[config.mk]
export PLATFORM = sky130hd
export DESIGN_NAME = lfwr_ctrl
export DESIGN_NICKNAME = d
export VERILOG_FILES = /design/src/verilog/lfwr_pkg.sv /design/src/verilog/lfwr_ctrl.sv /design/src/verilog/lfwr_id_match.sv
export VERILOG_INCLUDE_DIRS = /design/src /design/src/verilog
export SDC_FILE = /design/constraint.sdc
export NUM_CORES = 1
export LEC_CHECK = 0
export ABC_AREA = 1
export BUFFER_PORTS_ARGS = -buffer_cell sky130_fd_sc_hd__buf_2
export CAP_MARGIN = 20
export CORE_ASPECT_RATIO = 0.75
export CORE_MARGIN = 4
export CORE_UTILIZATION = 45
export CTS_BUF_LIST = sky130_fd_sc_hd__clkbuf_4
export CTS_CLUSTER_DIAMETER = 120
export DETAILED_ROUTE_END_ITERATION = 8
export MAX_ROUTING_LAYER = met4
export PLACE_DENSITY = 0.66
export SYNTH_ARGS = -nofsm -noshare
export SYNTH_HDL_FRONTEND = slang
export SYNTH_SLANG_ARGS = --single-unit
[constraint.sdc]
create_clock -name mclk_in -period 3.3 [get_ports mclk_in]
set_clock_uncertainty 0.2 [all_clocks]
set_input_delay 0.165 -clock mclk_in [delete_from_list [all_inputs] [get_ports mclk_in]]
set_output_delay 0.165 -clock mclk_in [all_outputs]
set_load 0.02 [all_outputs]
[src/verilog/lfwr_defines.svh]
`ifndef LFWR_DEFINES_SVH
`define LFWR_DEFINES_SVH

// ==========================================================
// Register offsets (eight consecutive addresses)
`define LFWR_OFS_CTL1 8'h20
`define LFWR_OFS_CTL2 8'h21
`define LFWR_OFS_FLAGS 8'h22
`define LFWR_OFS_TRIM 8'h23
`define LFWR_OFS_CTL3 8'h24
`define LFWR_OFS_WAKE_ID 8'h25
`define LFWR_OFS_STATUS 8'h26
`define LFWR_OFS_SPARE 8'h27
`define LFWR_BLOCK_BASE 8'h20
`define LFWR_BLOCK_MASK 8'hF8

// ==========================================================
// Field positions
`define LFWR_CTL1_ON 7
`define LFWR_CTL1_SOFT_RESET_REQ 6
`define LFWR_CTL1_CARMODE 5
`define LFWR_CTL1_PAGE 4
`define LFWR_CTL1_IDSEL_HI 3
`define LFWR_CTL1_IDSEL_LO 2
`define LFWR_CTL1_SENS_HI 1
`define LFWR_CTL1_SENS_LO 0
`define LFWR_FLAG_CARRIER 0
`define LFWR_FLAG_ACCEPT 1
`define LFWR_CTL3_IRQ_EN 0
`define LFWR_CTL3_TOGGLE 1

// ==========================================================
// Reset values
`define LFWR_CTL1_RST 8'h00
`define LFWR_CTL2_RST 8'h60
`define LFWR_TRIM_RST 8'h00
`define LFWR_SEL_CONTINUOUS 4'h0

// ==========================================================
// Timing
`define LFWR_CLK_PERIOD_NS 40
`define LFWR_AZ_TIME_US 64
`define LFWR_AZ_CYCLES (((`LFWR_AZ_TIME_US * 1000) + `LFWR_CLK_PERIOD_NS - 1) / `LFWR_CLK_PERIOD_NS)
`define LFWR_GAP_EDGES 3
`define LFWR_BASE_INTERVAL 16

`endif

[src/verilog/lfwr_pkg.sv]
package lfwr_pkg;

  // ==========================================================
  // Types
  typedef enum logic [5:0] {
    LFWR_OFF = 6'b00_0001,
    LFWR_WAIT_EDGE = 6'b00_0010,
    LFWR_PWRUP = 6'b00_0100,
    LFWR_AUTOZERO = 6'b00_1000,
    LFWR_ACTIVE = 6'b01_0000,
    LFWR_GAP = 6'b10_0000
  } lfwr_state_e;

  typedef struct packed {
    logic wr;
    logic rd;
    logic [7:0] addr;
    logic [7:0] wdata;
  } lfwr_bus_s;

  typedef struct packed {
    logic carrier_det;
    logic msg_done;
    logic id_valid;
    logic [15:0] id;
  } lfwr_rx_s;

  typedef struct packed {
    logic powered;
    logic ready;
    logic carrier_mode;
    logic [1:0] threshold;
    logic [7:0] trim;
  } lfwr_cfg_s;

endpackage : lfwr_pkg

[src/verilog/lfwr_ctrl.sv]
// Functional notes
// - Continuous mode without toggle keeps the receiver active while receiver_on stays set, until a message completes.
// - Sample interval code 0000 selects continuous operation.
// - Continuous mode restarts itself 2-3 slow periods after a processed message.
// - In continuous mode, toggle mode stops after each on-time, inverts carrier mode, restarts.
// - Trim value, once written, holds until the next full reset.
// - The block decodes eight consecutive register addresses.
// - Setting receiver_on powers up for one full slow period from next rise.
// - receiver_on 0 means standby, 1 active; resets to 0, read/write.
// - Writing soft reset starts a receiver reset; bit self-clears, reads zero.
// - Carrier mode bit selects data receive or carrier detect operation.
// - Carrier detect sets carrier_seen_flag and requests interrupt when enabled.
// - Page select banks wake id registers only; receiver reset clears it.
// - Wake id select: none, 8-bit low, 16-bit both, 8-bit either.
// - A message is accepted only when the received id matches; wake id select none accepts any id.
// - Sensitivity code drives only the carrier detect threshold.
`include "lfwr_defines.svh"

module lfwr_ctrl (
  input wire logic mclk_in,
  input wire logic rst_in,
  input wire logic ce_in,
  input wire logic slow_timebase_osc_in,
  input wire lfwr_pkg::lfwr_bus_s bus_in,
  input wire lfwr_pkg::lfwr_rx_s rx_in,
  output logic [7:0] rd_data_out,
  output lfwr_pkg::lfwr_cfg_s cfg_out,
  output logic msg_accept_out,
  output logic carrier_irq_out,
  output logic soft_reset_out
);
  import lfwr_pkg::*;

  // ==========================================================
  // Storage
  logic [7:0] ctl1_r;
  logic [7:0] ctl2_r;
  logic [1:0] flags_r;
  logic [7:0] trim_r;
  logic trim_locked_r;
  logic [1:0] ctl3_r;
  logic [7:0] wake_id_low_r;
  logic [7:0] wake_id_high_r;
  logic [7:0] rd_data_r;
  logic soft_reset_req_r;
  logic osc_prev_r;
  logic [11:0] cnt_r;
  logic [11:0] cnt_nxt;
  lfwr_state_e state_r;
  lfwr_state_e state_nxt;
  logic toggle_nxt;
  logic accept;

  // ==========================================================
  // Decode
  function automatic logic hit(input logic [7:0] a, input logic [7:0] ofs);
    hit = (a == ofs);
  endfunction : hit

  wire logic in_block = (bus_in.addr & `LFWR_BLOCK_MASK) == `LFWR_BLOCK_BASE;
  wire logic wr = bus_in.wr && in_block;
  wire logic wr_ctl1 = wr && hit(bus_in.addr, `LFWR_OFS_CTL1);
  wire logic wr_ctl2 = wr && hit(bus_in.addr, `LFWR_OFS_CTL2);
  wire logic wr_flags = wr && hit(bus_in.addr, `LFWR_OFS_FLAGS);
  wire logic wr_trim = wr && hit(bus_in.addr, `LFWR_OFS_TRIM);
  wire logic wr_ctl3 = wr && hit(bus_in.addr, `LFWR_OFS_CTL3);
  wire logic wr_id = wr && hit(bus_in.addr, `LFWR_OFS_WAKE_ID);
  wire logic page = ctl1_r[`LFWR_CTL1_PAGE];
  wire logic rx_on = ctl1_r[`LFWR_CTL1_ON];
  wire logic car_mode = ctl1_r[`LFWR_CTL1_CARMODE];
  wire logic [1:0] id_sel = ctl1_r[`LFWR_CTL1_IDSEL_HI:`LFWR_CTL1_IDSEL_LO];
  wire logic [3:0] interval_sel = ctl2_r[7:4];
  wire logic [3:0] on_time_sel = ctl2_r[3:0];
  wire logic continuous = (interval_sel == `LFWR_SEL_CONTINUOUS);
  wire logic osc_rise = slow_timebase_osc_in && !osc_prev_r;
  wire logic soft_rst = soft_reset_req_r;
  wire logic ready = (state_r == LFWR_ACTIVE);
  wire logic powered = (state_r != LFWR_OFF) && (state_r != LFWR_GAP);

  // Sleep length in slow periods for sampled mode; large codes saturate
  wire logic [11:0] sleep_len = (interval_sel > 4'h8) ? 12'h0800 :
    12'(`LFWR_BASE_INTERVAL) << (interval_sel - 4'h1);
  wire logic [11:0] on_len = {8'h00, on_time_sel} + 12'h001;
  wire logic on_time_done = osc_rise && (cnt_r + 12'h001 >= on_len);

  // ==========================================================
  // Receiver sequencer
  always_comb begin
    state_nxt = state_r;
    cnt_nxt = cnt_r;
    toggle_nxt = 1'b0;
    case (state_r)
      LFWR_OFF: begin
        if (rx_on) begin
          state_nxt = LFWR_WAIT_EDGE;
        end
      end
      LFWR_WAIT_EDGE: begin
        if (osc_rise) begin
          state_nxt = LFWR_PWRUP;
        end
      end
      LFWR_PWRUP: begin
        if (osc_rise) begin
          state_nxt = LFWR_AUTOZERO;
          cnt_nxt = 12'h000;
        end
      end
      LFWR_AUTOZERO: begin
        cnt_nxt = cnt_r + 12'h001;
        if (cnt_r == 12'(`LFWR_AZ_CYCLES - 1)) begin
          state_nxt = LFWR_ACTIVE;
          cnt_nxt = 12'h000;
        end
      end
      LFWR_ACTIVE: begin
        if (osc_rise) begin
          cnt_nxt = cnt_r + 12'h001;
        end
        if (rx_in.msg_done) begin
          state_nxt = LFWR_GAP;
          cnt_nxt = 12'h000;
        end else if (on_time_done && (!continuous || ctl3_r[`LFWR_CTL3_TOGGLE])) begin
          state_nxt = LFWR_GAP;
          cnt_nxt = 12'h000;
          toggle_nxt = continuous;
        end
      end
      LFWR_GAP: begin
        if (osc_rise) begin
          cnt_nxt = cnt_r + 12'h001;
          if (cnt_r + 12'h001 >= (continuous ? 12'(`LFWR_GAP_EDGES) : sleep_len)) begin
            state_nxt = LFWR_PWRUP;
          end
        end
      end
      default: begin
        state_nxt = LFWR_OFF;
        cnt_nxt = 12'h000;
      end
    endcase
    // Dropping receiver_on always wins: standby from any state
    if (!rx_on) begin
      state_nxt = LFWR_OFF;
      cnt_nxt = 12'h000;
    end
  end
  always_ff @(posedge mclk_in) begin
    if (rst_in || (ce_in && soft_rst)) begin
      state_r <= LFWR_OFF;
      cnt_r <= 12'h000;
    end else if (ce_in) begin
      state_r <= state_nxt;
      cnt_r <= cnt_nxt;
    end
  end

  // ==========================================================
  // Registers
  // Soft reset is delayed one cycle, so the write that raises it lands first and is then cleared with the rest of ctl1
  always_ff @(posedge mclk_in) begin
    if (rst_in) begin
      soft_reset_req_r <= 1'b0;
      osc_prev_r <= 1'b0;
    end else if (ce_in) begin
      soft_reset_req_r <= wr_ctl1 && bus_in.wdata[`LFWR_CTL1_SOFT_RESET_REQ];
      osc_prev_r <= slow_timebase_osc_in;
    end
  end

  always_ff @(posedge mclk_in) begin
    if (rst_in || (ce_in && soft_rst)) begin
      ctl1_r <= `LFWR_CTL1_RST;
      ctl2_r <= `LFWR_CTL2_RST;
      ctl3_r <= 2'b00;
      wake_id_low_r <= 8'h00;
      wake_id_high_r <= 8'h00;
    end else if (ce_in) begin
      if (wr_ctl1) begin
        ctl1_r <= bus_in.wdata & ~(8'h01 << `LFWR_CTL1_SOFT_RESET_REQ);
      end else if (toggle_nxt) begin
        ctl1_r[`LFWR_CTL1_CARMODE] <= !car_mode;
      end
      if (wr_ctl2) begin
        ctl2_r <= bus_in.wdata;
      end
      if (wr_ctl3) begin
        ctl3_r <= bus_in.wdata[1:0];
      end
      if (wr_id && !page) begin
        wake_id_low_r <= bus_in.wdata;
      end
      if (wr_id && page) begin
        wake_id_high_r <= bus_in.wdata;
      end
    end
  end

  // Trim survives soft reset; only the full reset reopens it
  always_ff @(posedge mclk_in) begin
    if (rst_in) begin
      trim_r <= `LFWR_TRIM_RST;
      trim_locked_r <= 1'b0;
    end else if (ce_in && wr_trim && !trim_locked_r) begin
      trim_r <= bus_in.wdata;
      trim_locked_r <= 1'b1;
    end
  end

  // Hardware set wins over a same-cycle write-one-to-clear
  wire logic car_set = ready && car_mode && rx_in.carrier_det;
  wire logic [1:0] flag_set = {accept, car_set};
  wire logic [1:0] flag_clr = wr_flags ? bus_in.wdata[1:0] : 2'b00;
  always_ff @(posedge mclk_in) begin
    if (rst_in || (ce_in && soft_rst)) begin
      flags_r <= 2'b00;
    end else if (ce_in) begin
      flags_r <= (flags_r & ~flag_clr) | flag_set;
    end
  end

  lfwr_id_match u_id_match (
    .mclk_in(mclk_in),
    .rst_in(rst_in),
    .ce_in(ce_in),
    .id_sel_in(id_sel),
    .id_low_in(wake_id_low_r),
    .id_high_in(wake_id_high_r),
    .id_valid_in(rx_in.id_valid && ready && !car_mode),
    .id_rx_in(rx_in.id),
    .accept_out(accept)
  );

  // ==========================================================
  // Read path
  wire logic [7:0] rd_mux =
    hit(bus_in.addr, `LFWR_OFS_CTL1) ? ctl1_r :
    hit(bus_in.addr, `LFWR_OFS_CTL2) ? ctl2_r :
    hit(bus_in.addr, `LFWR_OFS_FLAGS) ? {6'h00, flags_r} :
    hit(bus_in.addr, `LFWR_OFS_TRIM) ? trim_r :
    hit(bus_in.addr, `LFWR_OFS_CTL3) ? {6'h00, ctl3_r} :
    hit(bus_in.addr, `LFWR_OFS_WAKE_ID) ? (page ? wake_id_high_r : wake_id_low_r) :
    hit(bus_in.addr, `LFWR_OFS_STATUS) ? {5'h00, state_r == LFWR_GAP, powered, ready} :
    8'h00;

  always_ff @(posedge mclk_in) begin
    if (rst_in) begin
      rd_data_r <= 8'h00;
    end else if (ce_in && bus_in.rd) begin
      rd_data_r <= in_block ? rd_mux : 8'h00;
    end
  end
  assign rd_data_out = rd_data_r;
  assign cfg_out = '{powered: powered, ready: ready, carrier_mode: car_mode,
                     threshold: ctl1_r[`LFWR_CTL1_SENS_HI:`LFWR_CTL1_SENS_LO],
                     trim: trim_r};
  assign msg_accept_out = accept;
  assign carrier_irq_out = flags_r[`LFWR_FLAG_CARRIER] && ctl3_r[`LFWR_CTL3_IRQ_EN];
  assign soft_reset_out = soft_reset_req_r;

  // ==========================================================
  // Checks
  standby_when_off_a: assert property (@(posedge mclk_in) disable iff (rst_in)
    ce_in && !rx_on && !soft_rst |=> state_r == LFWR_OFF) else $error("not standby when off");
  pwrup_on_edge_a: assert property (@(posedge mclk_in) disable iff (rst_in)
    ce_in && state_r == LFWR_WAIT_EDGE && rx_on && !soft_rst && osc_rise
    |=> state_r == LFWR_PWRUP) else $error("power-up not on slow rise");
  autozero_len_a: assert property (@(posedge mclk_in) disable iff (rst_in)
    ce_in && state_r == LFWR_ACTIVE && $past(state_r) == LFWR_AUTOZERO
    |-> $past(cnt_r) == 12'(`LFWR_AZ_CYCLES - 1)) else $error("auto-zero length wrong");
  cont_stays_on_a: assert property (@(posedge mclk_in) disable iff (rst_in)
    ce_in && ready && continuous && rx_on && !soft_rst && !rx_in.msg_done
    && !ctl3_r[`LFWR_CTL3_TOGGLE] |=> ready) else $error("continuous receiver dropped");
  gap_restart_a: assert property (@(posedge mclk_in) disable iff (rst_in)
    state_r == LFWR_PWRUP && $past(state_r) == LFWR_GAP && continuous
    |-> $past(cnt_r) == 12'(`LFWR_GAP_EDGES - 1)) else $error("restart gap wrong");
  toggle_flip_a: assert property (@(posedge mclk_in) disable iff (rst_in)
    ce_in && toggle_nxt && !wr_ctl1 && !soft_rst |=> car_mode != $past(car_mode))
    else $error("carrier mode not toggled");
  trim_hold_a: assert property (@(posedge mclk_in) disable iff (rst_in)
    trim_locked_r |=> $stable(trim_r)) else $error("trim changed after lock");
  soft_reset_req_reads_zero_a: assert property (@(posedge mclk_in) disable iff (rst_in)
    !ctl1_r[`LFWR_CTL1_SOFT_RESET_REQ]) else $error("soft reset bit stored");
  soft_clears_page_a: assert property (@(posedge mclk_in) disable iff (rst_in)
    ce_in && soft_rst |=> !page && state_r == LFWR_OFF) else $error("soft reset incomplete");
  carrier_flag_a: assert property (@(posedge mclk_in) disable iff (rst_in)
    ce_in && car_set && !soft_rst |=> flags_r[`LFWR_FLAG_CARRIER]) else $error("carrier lost");
  odd_addr_zero_a: assert property (@(posedge mclk_in) disable iff (rst_in)
    ce_in && bus_in.rd && !in_block |=> rd_data_out == 8'h00) else $error("unmapped read");
  reach_active_c: cover property (@(posedge mclk_in) state_r == LFWR_ACTIVE);
  gap_restart_c: cover property (@(posedge mclk_in) state_r == LFWR_GAP ##1 state_r == LFWR_PWRUP);
  toggle_c: cover property (@(posedge mclk_in) toggle_nxt);
  irq_c: cover property (@(posedge mclk_in) carrier_irq_out);

endmodule : lfwr_ctrl

[src/verilog/lfwr_id_match.sv]
`include "lfwr_defines.svh"

module lfwr_id_match (
  input wire logic mclk_in,
  input wire logic rst_in,
  input wire logic ce_in,
  input wire logic [1:0] id_sel_in,
  input wire logic [7:0] id_low_in,
  input wire logic [7:0] id_high_in,
  input wire logic id_valid_in,
  input wire logic [15:0] id_rx_in,
  output logic accept_out
);
  import lfwr_pkg::*;

  function automatic logic id_hit(input logic [1:0] sel, input logic [7:0] lo,
                                  input logic [7:0] hi, input logic [15:0] rx);
    case (sel)
      2'b00: id_hit = 1'b1;
      2'b01: id_hit = (rx[7:0] == lo);
      2'b10: id_hit = (rx == {hi, lo});
      2'b11: id_hit = (rx[7:0] == lo) || (rx[7:0] == hi);
      default: id_hit = 1'b0;
    endcase
  endfunction : id_hit

  logic accept_r;
  wire logic hit = id_valid_in && id_hit(id_sel_in, id_low_in, id_high_in, id_rx_in);

  always_ff @(posedge mclk_in) begin
    if (rst_in) begin
      accept_r <= 1'b0;
    end else if (ce_in) begin
      accept_r <= hit;
    end
  end

  assign accept_out = accept_r;

  // ==========================================================
  // Checks
  wide_id_match_a: assert property (@(posedge mclk_in) disable iff (rst_in)
    ce_in && id_valid_in && id_sel_in == 2'b10 && id_rx_in != {id_high_in, id_low_in}
    |=> !accept_out) else $error("16-bit id accepted on mismatch");
  accept_cause_a: assert property (@(posedge mclk_in) disable iff (rst_in)
    accept_out |-> $past(id_valid_in)) else $error("accept without received id");

endmodule : lfwr_id_match

# == Word level (Yosys, flattened, before mapping) ==
# Cells that the tools add are included.
# word_totals
reg_bits,73
latch_bits,0
mem_bits_rw,0
rom_bits,0
input_bits,41
out_inout_bits,24
elab_cells,133
memories,0
# op_classes
add_sub_neg,3
mul,0
div,0
order_cmp,3
eq_ne,30
n_shift,1
mux,34
bitwise,3
n_reduce_logical,44
# ops
cell,count
2-to-1 mux 12 bit,8
2-to-1 mux 8 bit,8
case mux 12 bit (5 select lines),1
== test 8 x 6 -> 1 bit (second input constant),7
2-to-1 mux 6 bit,8
case mux 6 bit (6 select lines),1
logical AND 1 bit,24
== test 16 bit,1
== test 8 bit,2
inequality test 3 bit (second input constant),5
adder 12 x 1 -> 12 bit (second input constant),1
== test 12 x 11 -> 1 bit (second input constant),1
greater-or-equal comparator 12 bit,1
greater-or-equal comparator 12 x 5 -> 1 bit,1
AND reduction 2 bit,6
left shift 5 x 4 -> 12 bit (first input constant),1
AND reduction 7 bit,1
== test 6 x 1 -> 1 bit (second input constant),1
== test 6 x 2 -> 1 bit (second input constant),1
== test 6 x 3 -> 1 bit (second input constant),1
== test 6 x 4 -> 1 bit (second input constant),1
== test 6 x 5 -> 1 bit (second input constant),1
== test 6 bit (second input constant),1
inequality test 6 x 1 -> 1 bit (second input constant),1
23 further kinds,34

# == Depth between registers and ports, before layout ==
# depth
word_depth,10
depth_mapped,21
mapped_depth_nobuf,20

# == Cells and area by module ==
# A second synthesis with hierarchy kept.
# hier_totals
hier_cells,750
area_unflattened_um2,4818.4
# by_module_without_submodules
module,instances,cells_each,area_per_inst_um2,seq_area_each_um2
lfwr_ctrl,1,657,4366.7,1441.4
lfwr_id_match,1,93,451.7,20.0

# == Worst setup path after synthesis ==
# Ideal clock, no wire load.
# synth_path
path_type,reg2reg
start,register cnt_r[0]
end,register state_r[2]
setup_time_ns,0.115
arrival_time_ns,2.304
required_ns,2.985
path_slack_ns,0.681
path_stages_with_launch,22
path_buffers,1
synth_period_minus_slack_ns,2.619
cell_sequence,dfxtp_1 > ha_1 > nand3_1 > nor2_2 > nor2_1 > nor2_2 > inv_1 > ha_1 > inv_1 > nor3_1 > o21ai_0 > nand2_1 > nand2_1 > nand2_1 > nand2_1 > nand2_1 > nand2_1 > nand2_1 > buf_6 > nand3_1 > nand2_1 > nor2_1
# synth_between
elab_chain_cells,6
word_cells_on_any_way,10
cone_classes,add/sub: 1; order compare: 2; eq/ne: 4; reduce/logical: 3
# synth_rtl
element,line,rtl
start: declaration,lfwr_ctrl.sv:47,logic [11:0] cnt_r;
start signal: assignment,lfwr_ctrl.sv:154,cnt_r <= cnt_nxt;
adder 12 x 1 -> 12 bit,"lfwr_ctrl.sv:84, lfwr_ctrl.sv:132",
greater-or-equal comparator 12 x 5 -> 1 bit,lfwr_ctrl.sv:84,wire logic on_time_done = osc_rise && (cnt_r + 12'h001 >= on_len);
logical AND 1 bit,lfwr_ctrl.sv:84,
logical AND 1 bit,lfwr_ctrl.sv:123,end else if (on_time_done && (!continuous || ctl3_r[`LFWR_CTL3_TOGGLE])) begin
inequality test 4 x 3 -> 1 bit (no source line),n/a,
AND reduction 7 bit (no source line) (*),n/a,
end signal: assignment,lfwr_ctrl.sv:153,state_r <= state_nxt;
end: declaration,lfwr_ctrl.sv:49,lfwr_state_e state_r;
# Every way passes the cells marked *; elsewhere a longest branch is shown, timed or not.
# A chain may end at the register's enable or synchronous reset.

# == Worst setup path after layout ==
# layout_path
start,register cnt_r[1]
end,register state_r[0]
# The elaborated chain is that of the path after synthesis.

==> results_dict.tcl <==
set metrics [dict create \
    status "finished, final reports clean" \
    synth.distinct_cells 38 \
    fp-row-count 31 \
    vias_per_cell 5.315 \
    yosysSeqAreaShare_pct 31.64 \
    yosysTopAreaCellShare_pct 31.64 \
    die-width_um 125.0 \
    coreArea_mm2 0.009813 \
    drive_above_1_share_pct 13.32 \
    p_leak_nw 2.471 \
    timing.final.max_slew_violations 0 \
    wire_per_inst_um 15.14 \
    peakVddDrop_v 0.0001681 \
    synth-seq-cells 73 \
    grt_overflow_total 0 \
    worst_pin_slew_ns 0.8538 \
    grt_antenna_before_repair 0 \
    drt-pass1-iter-count 5 \
    setup_viol 0 \
    track_usage_pct 24.86 \
    finalSetupTns_ns 0 \
    finalNetCount 864 \
    routed_wl_um 14300 \
    drt-initial-drc-count 578 \
    postLayoutCellArea_mm2 0.005420 \
    clk_path_buf_depth 2 \
    ys_warn_count 0 \
    start_util_pct 47.06 \
    grt_pass1_vias 4394 \
    hold_slack_ns 0.05463 \
    dieArea_mm2 0.01196 \
    synth_fp_nets 781 \
    place_ws_ns 0.2906 \
    ioPinCount 65 \
    cts_num_sinks 73 \
    rsz0062_at_grt "no" \
    cts_setup_buffers 0 \
    setup_ws_ns 0.3534 \
    cp_max_fo 12 \
    cts_buffers 9 \
    cts-root-buf "clkbuf_4" \
    grt_pass1_wl_um 22940 \
    io_buffer_count 64 \
    area_growth_pct 17.37 \
    grt_max_degree 33 \
    hold_viol 0 \
    critical_path_class "flip-flop to flip-flop" \
    fin_crit_ns 2.947 \
    cts_tree "yes" \
    placed_area_mm2 0.005044 \
    yosys-top-cells-area "dfxtp_1 (32%), nand2_1 (17%), inv_1 (7.2%), a21oi_1 (7.2%), nor2_1 (6.1%)" \
    required_ns 3.42 \
    cp-start-kind "flip-flop" \
    drtAntennaViolNets 0 \
    vias 5017 \
    path_clk_slew_ns 0.13 \
    clk_latency_ns 0.43 \
    power.density_mw_per_mm2 300.9 \
    slew_headroom_pct 43.08 \
    synth_area_mm2 0.004618 \
    crit_arrival_ns 3.06 \
    hold_path_class "input port to flip-flop" \
    drc 0 \
    total_power_w 0.001631 \
    cts.htree.levels 3 \
    synth.largest_area_cell "dfxtp_1" \
    dp_hpwl_um 10850 \
    syn_inst 723 \
    routabilityCongestion 0.9290 \
    syn_avg_cell_area_um2 6.388 \
    critPathCaptureType "flip-flop" \
    die_h_um 95.73 \
    cap_violations 0 \
    post-route-period-util_pct 89.29 \
    fmax_mhz 339.4 \
]
per-layer routing:
layer | GRT usage (%) | wire length [µm]
met4 | 5.957 | 167
met5 | - | 0
met1 | 36.11 | 6806
met3 | 6.877 | 1562
met2 | 33.90 | 5759
cell type report:
class,instances,area (µm²)
fill,956,4393
multi-input combinational,537,2698
sequential,73,1461
timing repair buffer,96,618.1
inverter,89,334.1
tap,132,165.2
clock buffer,10,75.07
clock inverter,6,66.31
antenna,1,2.502
final timing paths:
check / start / to / slack, ns / cells past startpoint
max reg2reg: cnt_r[1] / state_r[0] / 0.35 / 20
max: cnt_r[1] / state_r[0] / 0.35 / 20
min reg2reg: rd_data_out[4] / rd_data_out[4] / 0.28 / 2
min: bus_in[9] / ctl3_r[1] / 0.05 / 5
report_power, final:
part | switching [W] | internal, W
Clock | 0.000341 | 0.000241
Combinational | 0.0000965 | 0.0000611
Sequential | 0.00000502 | 0.000887
Total | 0.000442 | 0.00119
worst max-delay path, stage by stage, from the launching register on:
cell and delay, ns:
dfxtp_1 0.42, ha_1 0.26, nand3_1 0.16, nor2_2 0.15, nor2_1 0.06, nor2_2 0.11
inv_1 0.07, ha_1 0.27, inv_1 0.05, nor3_1 0.18, o21ai_0 0.14, nand2_1 0.09
nand2_1 0.05, nand2_1 0.05, nand2_1 0.05, nand2_1 0.05, nand2_1 0.06, nand2_2 0.18
nand2_1 0.08, nand2_1 0.08, nand3_1 0.08
kinds of logic (layout without fill, tap and decap cells):
kind of cell	count (synthesis)	after routing	share of synthesized area (%)
simple gates	347	347	31.27
compound gates	152	152	18.42
buf+inv	113	201	10.08
flops	73	73	31.64
xor+xnor	21	21	3.983
fa+ha+maj	17	17	4.606
other cells	0	1	0
synth_stat cells:
master / instances
or2_2: 4
a22oi_1: 3
and3_1: 2
buf_4: 5
nor4b_1: 1
nor3_1: 6
o2111ai_1: 3
o221ai_1: 2
o21bai_1: 2
a311oi_2: 1
nand3_2: 1
dfxtp_1: 73
nand3_1: 27
a221oi_1: 1
nor2_2: 5
o211ai_1: 5
inv_1: 89
buf_2: 6
o21ai_0: 56
clkbuf_1: 11
nand2_2: 3
nand4_1: 10
o22ai_1: 2
nand3b_1: 1
nand2_1: 207
a21oi_1: 66
xor2_1: 9
nor3_2: 2
o41ai_1: 1
nor2_1: 75
a211oi_1: 8
nor2_4: 1
buf_6: 2
o31ai_1: 1
nor4_1: 2
xnor2_1: 12
a21oi_2: 1
ha_1: 17
timing repair:
| action | CTS | global route |
|---|---|---|
| endpoints found under the hold margin | 55 | 0 |
| endpoints found under the setup margin | 0 | 6 |
| hold buffers | 23 | 0 |
| gates resized for setup | 0 | 1 |
layout by cell type (no fill, tap or decap), types with 12 or more instances in the layout:
cell type / n
a21oi_1: 65
buf_2: 64
dfxtp_1: 73
dlygate4sd3_1: 23
ha_1: 17
inv_1: 89
nand2_1: 206
nand3_1: 27
nor2_1: 75
o21ai_0: 56
xnor2_1: 12
sequential cells by signal, indices dropped and copies added, names as in the netlist, 2 cells and up:
signal and flops:
state_r 6, wake_id_high_r 8, ctl1_r 7, trim_r 8
ctl3_r 2, cnt_r 12, rd_data_out 8, flags_r 2
ctl2_r 8, wake_id_low_r 8
metrics by stage:
stage / instances / utilization [%]
after CTS: 943 / 55.18
after detailed placement: 904 / 51.40
after global placement: 904 / 51.40
after global routing: 943 / 55.21
final: 944 / 55.23
after floorplan: 723 / -
(Power assumes the default switching activity.)
